**src/logic/sri_pkg.sv**
```systemverilog
// Constants and types shared by the serial-unit reset and initialization control
// -----------------------------------------------------------------------------
// -----------------------------------------------------------------------------
package sri_pkg;
	// Bus shape
	localparam int          ADDR_W    = 16;
	localparam int          DATA_W    = 24;
	// Register addresses in the data memory space
	localparam logic [15:0] ADDR_PFC  = 16'hffe0;
	localparam logic [15:0] ADDR_IFC  = 16'hfff0;
	localparam logic [15:0] ADDR_STAT = 16'hfff1;
	localparam logic [15:0] ADDR_CLK  = 16'hfff2;
	localparam logic [15:0] ADDR_TXA  = 16'hfff3;
	localparam logic [15:0] ADDR_DLO  = 16'hfff4;
	localparam logic [15:0] ADDR_DMID = 16'hfff5;
	localparam logic [15:0] ADDR_DHI  = 16'hfff6;
	// Byte lane codes for the packed data addresses
	localparam logic [1:0]  LANE_LO   = 2'h0;
	localparam logic [1:0]  LANE_MID  = 2'h1;
	localparam logic [1:0]  LANE_HI   = 2'h2;
	localparam logic [1:0]  LANE_NONE = 2'h3;
	// Status bit positions
	localparam int          ST_NINTH  = 7;
	localparam int          ST_FRAME  = 6;
	localparam int          ST_PARITY = 5;
	localparam int          ST_OR     = 4;
	localparam int          ST_IDLE   = 3;
	localparam int          ST_RXFULL = 2;
	localparam int          ST_TXHE   = 1;
	localparam int          ST_TXSE   = 0;
	// Receive error index inside the error vector
	localparam int          ERR_OR    = 0;
	localparam int          ERR_PAR   = 1;
	localparam int          ERR_FRM   = 2;
	// Reset values
	localparam logic [7:0]  STAT_RST  = 8'h03;
	localparam logic [15:0] IFC_RST   = 16'h0000;
	localparam logic [15:0] CLK_RST   = 16'h0000;
	localparam logic [2:0]  PFC_RST   = 3'h0;
	// Unit operating state
	typedef enum logic [1:0] {
		UNIT_RESET = 2'b00,
		UNIT_WAIT  = 2'b01,
		UNIT_RUN   = 2'b10
	} sri_unit_t;
endpackage

```
**src/logic/sri_flag_if.sv**
```systemverilog
// Carrier between the control block and the status flag block
interface sri_flag_if;
	logic       ce;
	logic       flag_rst;
	logic       rx_load;
	logic [2:0] rx_err;
	logic       rx_bit9;
	logic       idle_set;
	logic       rx_read;
	logic       tx_write;
	logic       tx_xfer;
	logic       tx_done;
	logic [7:0] status;
	modport ctrl  (output ce, flag_rst, rx_load, rx_err, rx_bit9, idle_set, rx_read,
		tx_write, tx_xfer, tx_done, input status);
	modport flags (input ce, flag_rst, rx_load, rx_err, rx_bit9, idle_set, rx_read,
		tx_write, tx_xfer, tx_done, output status);
endinterface

```
**src/logic/sri_status.sv**
```systemverilog
// Status flag register of the serial unit
module sri_status
	import sri_pkg::*;
(
	// Clock and reset
	input  wire logic ref_clk,
	input  wire logic rst_b,
	// Flag events and status read-back
	sri_flag_if.flags fl
);
	wire  [2:0] err_w;
	logic       ninth_r;
	logic       idle_r;
	logic       rxfull_r;
	logic       txhe_r;
	logic       txse_r;

	// Receive error flags share one shape; a new error beats a same-cycle read clear
	genvar g;
	generate
		for (g = 0; g < 3; g++) begin : g_err
			logic err_r;
			always_ff @(posedge ref_clk or negedge rst_b) begin
				if (!rst_b) begin
					err_r <= 1'b0;
				end else if (fl.ce) begin
					if (fl.flag_rst) begin
						err_r <= 1'b0;
					end else if (fl.rx_load && fl.rx_err[g]) begin
						err_r <= 1'b1;
					end else if (fl.rx_read) begin
						err_r <= 1'b0;
					end
				end
			end
			assign err_w[g] = err_r;
		end
	endgenerate

	// Receive side flags; captured ninth bit follows each loaded word
	always_ff @(posedge ref_clk or negedge rst_b) begin
		if (!rst_b) begin
			ninth_r  <= 1'b0;
			idle_r   <= 1'b0;
			rxfull_r <= 1'b0;
		end else if (fl.ce) begin
			if (fl.flag_rst) begin
				ninth_r  <= 1'b0;
				idle_r   <= 1'b0;
				rxfull_r <= 1'b0;
			end else begin
				if (fl.rx_load) begin
					ninth_r <= fl.rx_bit9;
				end
				if (fl.idle_set) begin
					idle_r <= 1'b1;
				end else if (fl.rx_read) begin
					idle_r <= 1'b0;
				end
				if (fl.rx_load) begin
					rxfull_r <= 1'b1;
				end else if (fl.rx_read) begin
					rxfull_r <= 1'b0;
				end
			end
		end
	end

	// Transmit side flags come up set: nothing is waiting after any reset
	always_ff @(posedge ref_clk or negedge rst_b) begin
		if (!rst_b) begin
			txhe_r <= 1'b1;
			txse_r <= 1'b1;
		end else if (fl.ce) begin
			if (fl.flag_rst) begin
				txhe_r <= 1'b1;
				txse_r <= 1'b1;
			end else begin
				if (fl.tx_xfer) begin
					txhe_r <= 1'b1;
				end else if (fl.tx_write) begin
					txhe_r <= 1'b0;
				end
				if (fl.tx_done) begin
					txse_r <= 1'b1;
				end else if (fl.tx_xfer) begin
					txse_r <= 1'b0;
				end
			end
		end
	end

	// Status word assembly
	always_comb begin
		fl.status            = 8'h00;
		fl.status[ST_NINTH]  = ninth_r;
		fl.status[ST_FRAME]  = err_w[ERR_FRM];
		fl.status[ST_PARITY] = err_w[ERR_PAR];
		fl.status[ST_OR]     = err_w[ERR_OR];
		fl.status[ST_IDLE]   = idle_r;
		fl.status[ST_RXFULL] = rxfull_r;
		fl.status[ST_TXHE]   = txhe_r;
		fl.status[ST_TXSE]   = txse_r;
	end

	// -------------------------------------------------------------------------
	// Checks
	// -------------------------------------------------------------------------
	property p_flag_rst_val;
		@(posedge ref_clk) disable iff (!rst_b)
		(fl.ce && fl.flag_rst) |=> (fl.status == STAT_RST);
	endproperty
	a_flag_rst_val: assert property (p_flag_rst_val) else $error("status not at reset value");

	property p_set_wins;
		@(posedge ref_clk) disable iff (!rst_b)
		(fl.ce && !fl.flag_rst && fl.rx_load && fl.rx_read) |=> fl.status[ST_RXFULL];
	endproperty
	a_set_wins: assert property (p_set_wins) else $error("receive full lost to read");

	// A transfer in the cycle after the write must bring holding empty back
	property p_txhe_clear;
		@(posedge ref_clk) disable iff (!rst_b)
		(fl.ce && !fl.flag_rst && fl.tx_write && !fl.tx_xfer)
			|=> !fl.status[ST_TXHE]
			##1 (fl.status[ST_TXHE] || !$past(fl.ce && fl.tx_xfer));
	endproperty
	a_txhe_clear: assert property (p_txhe_clear) else $error("holding empty not cleared");

	property p_parity_set;
		@(posedge ref_clk) disable iff (!rst_b)
		(fl.ce && !fl.flag_rst && fl.rx_load && fl.rx_err[ERR_PAR])
			|=> fl.status[ST_PARITY] && fl.status[ST_RXFULL];
	endproperty
	a_parity_set: assert property (p_parity_set) else $error("parity flag not set");
endmodule

```
**src/logic/sri_ctrl.sv**
```systemverilog
// Reset, initialization and register control of the serial unit
module sri_ctrl
	import sri_pkg::*;
(
	// Clock, reset and clock enable
	input  wire logic              ref_clk,
	input  wire logic              rst_b,
	input  wire logic              clk_en,
	// Core requests
	input  wire logic              sw_reset,
	input  wire logic              stop_mode,
	input  wire logic              int_used,
	input  wire logic              int_enabled,
	input  wire logic              int_unmasked,
	// Data memory space access
	input  wire logic [ADDR_W-1:0] bus_addr,
	input  wire logic              bus_rd,
	input  wire logic              bus_wr,
	input  wire logic [DATA_W-1:0] bus_wdata,
	output logic      [DATA_W-1:0] bus_rdata,
	// Receive datapath
	input  wire logic              rx_load,
	input  wire logic [7:0]        rx_byte,
	input  wire logic              rx_ninth,
	input  wire logic [2:0]        rx_err,
	input  wire logic              idle_det,
	// Transmit datapath
	input  wire logic              tx_xfer,
	input  wire logic              tx_done,
	output logic      [7:0]        tx_byte,
	output logic                   tx_ninth,
	output logic                   tx_holding_empty,
	// Unit control outputs
	output logic                   unit_hold,
	output logic                   unit_run,
	output logic      [15:0]       interface_control,
	output logic      [15:0]       bit_clock_control,
	output logic      [2:0]        pin_func
);
	sri_flag_if fl ();

	sri_unit_t         state_r;
	sri_unit_t         state_nxt;
	logic [15:0]       ifc_r;
	logic [15:0]       clk_r;
	logic [2:0]        pfc_r;
	logic [2:0]        pfc_nxt;
	logic [7:0]        rxh_r;
	logic [7:0]        txh_r;
	logic              txa_r;
	logic [DATA_W-1:0] rdata_r;
	logic [DATA_W-1:0] rdata_nxt;
	logic              held;
	logic              armed;
	logic              wr_ifc;
	logic              wr_clk;
	logic              wr_pfc;
	logic              wr_tx;

	// -------------------------------------------------------------------------
	// Address decode
	// -------------------------------------------------------------------------

	// Byte lane of a packed data address; both read and write paths use it
	function automatic logic [1:0] data_lane(input logic [ADDR_W-1:0] a);
		case (a)
			ADDR_DLO:  data_lane = LANE_LO;
			ADDR_DMID: data_lane = LANE_MID;
			ADDR_DHI:  data_lane = LANE_HI;
			default:   data_lane = LANE_NONE;
		endcase
	endfunction

	// Write strobes, all qualified by the clock enable
	assign wr_ifc = clk_en && bus_wr && (bus_addr == ADDR_IFC);
	assign wr_clk = clk_en && bus_wr && (bus_addr == ADDR_CLK);
	assign wr_pfc = clk_en && bus_wr && (bus_addr == ADDR_PFC);
	assign wr_tx  = clk_en && bus_wr && !held &&
		((bus_addr == ADDR_TXA) || (data_lane(bus_addr) != LANE_NONE));

	// -------------------------------------------------------------------------
	// Reset sources and unit state
	// -------------------------------------------------------------------------

	// Next pin-function selects; software reset beats a same-cycle write
	always_comb begin
		pfc_nxt = pfc_r;
		if (sw_reset) begin
			pfc_nxt = PFC_RST;
		end else if (bus_wr && (bus_addr == ADDR_PFC)) begin
			pfc_nxt = bus_wdata[2:0];
		end
	end

	// Hold is derived from next values so entry and release land on one edge
	assign held  = sw_reset || stop_mode || (pfc_nxt == PFC_RST);
	assign armed = !int_used || (int_enabled && int_unmasked);

	// Unit state: when int_used is set, whichever of pins, enable or unmask comes last starts it
	always_comb begin
		state_nxt = state_r;
		case (state_r)
			UNIT_RESET: begin
				if (!held) begin
					state_nxt = armed ? UNIT_RUN : UNIT_WAIT;
				end
			end
			UNIT_WAIT: begin
				if (held) begin
					state_nxt = UNIT_RESET;
				end else if (armed) begin
					state_nxt = UNIT_RUN;
				end
			end
			UNIT_RUN: begin
				if (held) begin
					state_nxt = UNIT_RESET;
				end else if (!armed) begin
					state_nxt = UNIT_WAIT;
				end
			end
			default: state_nxt = UNIT_RESET;
		endcase
	end

	// Registered state keeps hold and run free of decode glitches
	always_ff @(posedge ref_clk or negedge rst_b) begin
		if (!rst_b) begin
			state_r <= UNIT_RESET;
		end else if (clk_en) begin
			state_r <= state_nxt;
		end
	end

	assign unit_hold = (state_r == UNIT_RESET);
	assign unit_run  = (state_r == UNIT_RUN);

	// -------------------------------------------------------------------------
	// Control registers
	// -------------------------------------------------------------------------

	// Interface and clock control: only hardware or software reset clears them
	always_ff @(posedge ref_clk or negedge rst_b) begin
		if (!rst_b) begin
			ifc_r <= IFC_RST;
			clk_r <= CLK_RST;
		end else if (clk_en) begin
			if (sw_reset) begin
				ifc_r <= IFC_RST;
				clk_r <= CLK_RST;
			end else begin
				if (wr_ifc) begin
					ifc_r <= bus_wdata[15:0];
				end
				if (wr_clk) begin
					clk_r <= bus_wdata[15:0];
				end
			end
		end
	end

	// Pin-function selects; zero hands every pin back to general-purpose I/O
	always_ff @(posedge ref_clk or negedge rst_b) begin
		if (!rst_b) begin
			pfc_r <= PFC_RST;
		end else if (clk_en) begin
			pfc_r <= pfc_nxt;
		end
	end

	assign interface_control = ifc_r;
	assign bit_clock_control = clk_r;
	assign pin_func          = pfc_r;

	// -------------------------------------------------------------------------
	// Data holding registers
	// -------------------------------------------------------------------------

	// No reset here on purpose: contents survive every reset type
	always_ff @(posedge ref_clk) begin
		if (clk_en && rx_load && !unit_hold) begin
			rxh_r <= rx_byte;
		end
	end

	// Transmit holding: the ninth-bit address is set only by the ADDR_TXA write
	always_ff @(posedge ref_clk) begin
		if (wr_tx) begin
			if (bus_addr == ADDR_TXA) begin
				txh_r <= bus_wdata[7:0];
				txa_r <= 1'b1;
			end else begin
				txh_r <= bus_wdata[{data_lane(bus_addr), 3'b000} +: 8];
				txa_r <= 1'b0;
			end
		end
	end

	assign tx_byte          = txh_r;
	assign tx_ninth         = txa_r;
	assign tx_holding_empty = fl.status[ST_TXHE];

	// -------------------------------------------------------------------------
	// Register read path
	// -------------------------------------------------------------------------

	// Read mux; write-only and unmapped addresses return zero
	always_comb begin
		rdata_nxt = '0;
		case (bus_addr)
			ADDR_IFC:  rdata_nxt[15:0] = ifc_r;
			ADDR_STAT: rdata_nxt[7:0]  = fl.status;
			ADDR_CLK:  rdata_nxt[15:0] = clk_r;
			ADDR_PFC:  rdata_nxt[2:0]  = pfc_r;
			default: begin
				if (data_lane(bus_addr) != LANE_NONE) begin
					rdata_nxt[{data_lane(bus_addr), 3'b000} +: 8] = rxh_r;
				end
			end
		endcase
	end

	// Read data is held until the next read
	always_ff @(posedge ref_clk or negedge rst_b) begin
		if (!rst_b) begin
			rdata_r <= '0;
		end else if (clk_en && bus_rd) begin
			rdata_r <= rdata_nxt;
		end
	end

	assign bus_rdata = rdata_r;

	// -------------------------------------------------------------------------
	// Status flag block
	// -------------------------------------------------------------------------

	// Datapath events are dropped while held so the engines stay idle
	assign fl.ce       = clk_en;
	assign fl.flag_rst = held;
	assign fl.rx_load  = rx_load && !unit_hold;
	assign fl.rx_err   = rx_err;
	assign fl.rx_bit9  = rx_ninth;
	assign fl.idle_set = idle_det && !unit_hold;
	assign fl.rx_read  = bus_rd && (data_lane(bus_addr) != LANE_NONE);
	assign fl.tx_write = bus_wr &&
		((bus_addr == ADDR_TXA) || (data_lane(bus_addr) != LANE_NONE));
	assign fl.tx_xfer  = tx_xfer && !unit_hold;
	assign fl.tx_done  = tx_done && !unit_hold;

	sri_status u_status (
		.ref_clk (ref_clk),
		.rst_b   (rst_b),
		.fl      (fl.flags)
	);

	// -------------------------------------------------------------------------
	// Checks
	// -------------------------------------------------------------------------
	property p_pins_zero_hold;
		@(posedge ref_clk) disable iff (!rst_b)
		(pfc_r == PFC_RST) |-> unit_hold;
	endproperty
	a_pins_zero_hold: assert property (p_pins_zero_hold) else $error("unit runs with no pins");

	property p_release;
		@(posedge ref_clk) disable iff (!rst_b)
		(clk_en && unit_hold && !held && armed) |=> unit_run;
	endproperty
	a_release: assert property (p_release) else $error("hold not released in one edge");

	property p_sw_clear;
		@(posedge ref_clk) disable iff (!rst_b)
		(clk_en && sw_reset)
			|=> (ifc_r == IFC_RST) && (clk_r == CLK_RST) && (pfc_r == PFC_RST) && unit_hold;
	endproperty
	a_sw_clear: assert property (p_sw_clear) else $error("software reset left control set");

	property p_ir_keep;
		@(posedge ref_clk) disable iff (!rst_b)
		(clk_en && !sw_reset && !wr_ifc && wr_pfc && (bus_wdata[2:0] == PFC_RST))
			|=> unit_hold && (ifc_r == $past(ifc_r)) && (fl.status == STAT_RST);
	endproperty
	a_ir_keep: assert property (p_ir_keep) else $error("individual reset touched control");

	property p_wait_masked;
		@(posedge ref_clk) disable iff (!rst_b)
		(clk_en && int_used && !int_unmasked) |=> !unit_run;
	endproperty
	a_wait_masked: assert property (p_wait_masked) else $error("unit ran while masked");

	property p_stop;
		@(posedge ref_clk) disable iff (!rst_b)
		(clk_en && stop_mode && !sw_reset && !wr_clk)
			|=> unit_hold && (fl.status == STAT_RST) && (clk_r == $past(clk_r));
	endproperty
	a_stop: assert property (p_stop) else $error("stop did not halt and reset status");

	c_release: cover property (@(posedge ref_clk) disable iff (!rst_b)
		unit_hold ##1 unit_run);
	c_late_unmask: cover property (@(posedge ref_clk) disable iff (!rst_b)
		(state_r == UNIT_WAIT) ##1 unit_run);
	c_ir: cover property (@(posedge ref_clk) disable iff (!rst_b)
		unit_run ##1 (unit_hold && (ifc_r != IFC_RST)));
	c_stop: cover property (@(posedge ref_clk) disable iff (!rst_b)
		unit_run && stop_mode ##1 unit_hold);
endmodule

```
**config.mk**
```make
export PLATFORM = sky130hd
export DESIGN_NAME = sri_ctrl
export DESIGN_NICKNAME = d
export VERILOG_FILES = /design/src/logic/sri_pkg.sv /design/src/logic/sri_flag_if.sv /design/src/logic/sri_status.sv /design/src/logic/sri_ctrl.sv
export SDC_FILE = /design/constraint.sdc
export NUM_CORES = 1
export LEC_CHECK = 0
export BUFFER_PORTS_ARGS = -buffer_cell sky130_fd_sc_hd__buf_2
export CORE_UTILIZATION = 45
export CTS_CLUSTER_SIZE = 20
export DETAILED_ROUTE_END_ITERATION = 6
export PLACE_DENSITY = 0.72
export SLEW_MARGIN = 30
export SYNTH_ARGS = -nofsm -noshare
export SYNTH_HDL_FRONTEND = slang
export SYNTH_SLANG_ARGS = --single-unit
```
**constraint.sdc**
```tcl
create_clock -name ref_clk -period 2.2 [get_ports ref_clk]
set_input_delay 0 -clock ref_clk [delete_from_list [all_inputs] [get_ports ref_clk]]
set_output_delay 0 -clock ref_clk [all_outputs]
set_load 0.01 [all_outputs]
```
==> impl_metrics.py <==
metrics = {
    "flow_run": {
        "drv_cap": 0,
    },
    "floorplan": {
        "die-area_um2": 9880,
        "die_w_um": 99.4,
        "coreArea_um2": 9200,
        "io_pins": 137,
        "die_height_um": 99.4,
        "start_util_pct": 46.4,
        "std_cell_rows": 35,
    },
    "drt": {
        "route.vias.total": 4053,
        "dr.pass1.iters": 5,
        "drc_errors": 0,
        "wirelength_mm": 13.1,
        "wire_per_inst_um": 19.0,
        "drt-vias-per-instance": 5.87,
        "ant_nets": 0,
        "drtIter0Drc": 371,
    },
    "logic_synthesis": {
        "synth_cell_types": 57,
        "ys_ff_latch": 86,
        "syn_area_per_cell_um2": 10.8,
        "ys_seq_area_share_pct": 52.5,
        "synth_cells": 395,
        "netlist_area_um2": 4270,
        "synth_fp_nets": 464,
        "synth_edf_count": 17,
        "synth_ff_type": "dfrtp_1",
        "async_flop_share_pct": 80.2,
        "ys_warn_count": 0,
    },
    "power": {
        "p_per_area_nw_per_um2": 541,
        "p_total_mw": 3.08,
        "p_leak_nw": 2.80,
        "ir_drop_mv": 0.380,
    },
    "final_layout": {
        "drive_gt1_share_pct": 33.8,
        "diodes": 0,
        "nNetsFinal": 644,
        "layout_commonest_cell": "buf_2",
        "layout_common_cells": "buf_2, dfrtp_1, a22o_1, dlygate4sd3_1, nor2_1",
        "finalInstanceArea_um2": 5690,
        "area_growth_pct": 33.4,
        "fin_util_pct": 61.9,
    },
    "timing": {
        "relSlewSlack_pct": 45.0,
        "fin_crit_sh_pct": 96.2,
        "rsz0062_at_grt": "false",
        "hold_viol_final": 0,
        "worst_pin_slew_ns": 0.823,
        "setup_viol": 0,
        "finClkSkew_ns": 0.0134,
        "fmax_mhz": 472,
        "period_minus_slack_ns": 2.12,
        "whs_ns": 0.0485,
        "slew_violations": 0,
    },
    "setup_path": {
        "cpPeakStageDelay_ns": 0.68,
        "critical_path.startpoint_type": "input port",
        "crit_chain": "dlygate4sd3_1 -> buf_2 -> or4b_2 -> nor3_2 -> a21boi_0 -> nand2_1 -> nor2_1 -> buf_4",
        "crit_arrival_ns": 2.23,
        "worst-setup-path-type": "in2reg",
        "reg2reg_from": "pin_func[1]",
        "reg2regPathDepth": 5,
        "critPathMaxFanout": 9,
        "reg2reg_to": "tx_byte[6]",
        "required_ns": 2.31,
        "r2r_setup_slack_ns": 0.46,
        "critPathCaptureType": "register",
        "crit_slowest_cell": "or4b_2",
    },
    "cts": {
        "ctsRootBufferMaster": "clkbuf_8",
        "clk_pin_slew_ns": 0.08,
        "cts_setup_buffers": 0,
        "clk_latency_ns": 0.35,
        "cts-buffers-inserted": 9,
        "clock-sinks": 86,
        "clock_path_buffers": 2,
        "cts_tree": "yes",
        "cts.htree.levels": 3,
    },
    "global_route": {
        "grt_use_total_pct": 28.0,
        "grt_pass1_wl_mm": 21.3,
        "grt_max_degree": 41,
        "antenna_found_initial": 0,
        "grt_pass1_vias": 3982,
        "grt.overflow.total": 0,
    },
    "hold_path": {
        "min_path_type": "in2reg",
        "hold_path_depth": 2,
        "hp-start": "clk_en",
        "min_to": "u_status.txse_r",
    },
    "placement": {
        "io_buffers": 136,
        "post-dp-hpwl_mm": 9.72,
        "placed_cell_area_um2": 5160,
        "routabilityCongestion": 0.973,
    },
    "outcome": {
        "status": "completed",
    },
}
==> report_power, final <==
group	switching [mW]	internal (mW)	leakage [nW]
Sequential	0.0111	1.64	1.12
Combinational	0.177	0.136	1.58
Clock	0.584	0.536	0.101
==> how the worst max path moves through the flow <==
stage | slack (ns) | startpoint | depth (start not counted) | to
global route | 0.06 | bus_wdata[2] | 8 | tx_byte[6]
global placement | 0.12 | bus_addr[3] | 9 | bus_rdata[0]
finish | 0.08 | bus_wdata[2] | 8 | tx_byte[6]
floorplan | 0.14 | bus_addr[7] | 9 | tx_byte[0]
CTS | 0.06 | bus_wdata[2] | 8 | tx_byte[6]
detailed placement | -0.03 | bus_addr[3] | 9 | bus_rdata[0]
==> metrics by stage <==
step	instances	TNS, ns	setup WS [ns]
2_1_floorplan	395	0	0.136
4_1_cts	691	0	0.0582
5_1_grt	691	0	0.0563
3_5_place_dp	642	-0.220	-0.0323
3_3_place_gp	642	0	0.116
6_report	691	0	0.0826
==> timing repair <==
| action | in CTS | in global routing |
|---|---|---|
| endpoints found under the setup margin | 0 | 9 |
| hold buffers | 33 | 0 |
| hold endpoints to repair | 79 | 0 |
| resized for setup | 0 | 1 |
==> worst max-delay path: cells and delay by family <==
kind | cells | cell delay (ns)
AOI/OAI and AO/OA | 1 | 0.22
buffers and inverters | 3 | 0.86
and+or+nand+nor | 4 | 1.14
==> flip-flops by register name (all words and copies together), names as in the netlist, 2 cells and up <==
| register | flops |
|---|---|
| state_r | 2 |
| rxh_r | 8 |
| bus_rdata | 24 |
| pin_func | 3 |
| bit_clock_control | 16 |
| interface_control | 16 |
| u_status.g_err.err_r | 3 |
| tx_byte | 8 |
==> routing by layer <==
layer,global-route usage [%],wire length [um],vias up
met3,3.94,1030,18
li1,-,-,1868
met4,7.24,153,0
met2,44.9,6040,219
met1,40.2,5900,1948
met5,0,0,-
==> synthesized netlist by cell type (all sizes together), types with 4 or more instances <==
cell	count	area [um2]
a221oi	12	105
and2	10	62.6
nor4	4	25.0
dfrtp	67	1680
inv	25	93.8
a22o	33	289
nor3	11	71.3
nor2	29	109
clkbuf	11	41.3
a21oi	17	85.1
mux2i	11	110
buf	10	58.8
a221o	8	80.1
nand4	9	71.3
a31o	9	78.8
o2bb2ai	4	35.0
a222oi	7	70.1
nor2b	10	62.6
edfxtp	17	510
nand2	23	86.3
o21ai	22	118
nand3	5	25.0
a32oi	5	43.8
==> cell families (layout without fill, tap and decap cells) <==
family	count (synthesis)	in the layout	synth area share, %
mux	11	11	2.58
simple gates	117	117	15.1
fa+ha+maj	3	3	0.880
buf+inv	47	232	4.63
flops	86	86	52.5
compound gates	131	131	24.3
==> final cells by class <==
type	count	area, um2
Sequential cell	86	2240
Inverter	26	97.6
Clock buffer	10	128
Multi-Input combinational cell	262	1840
Timing Repair Buffer	190	1180
Tap cell	111	139
Fill cell	827	3500
Clock inverter	6	71.3
Note: power is estimated with default switching activity, not from simulation.
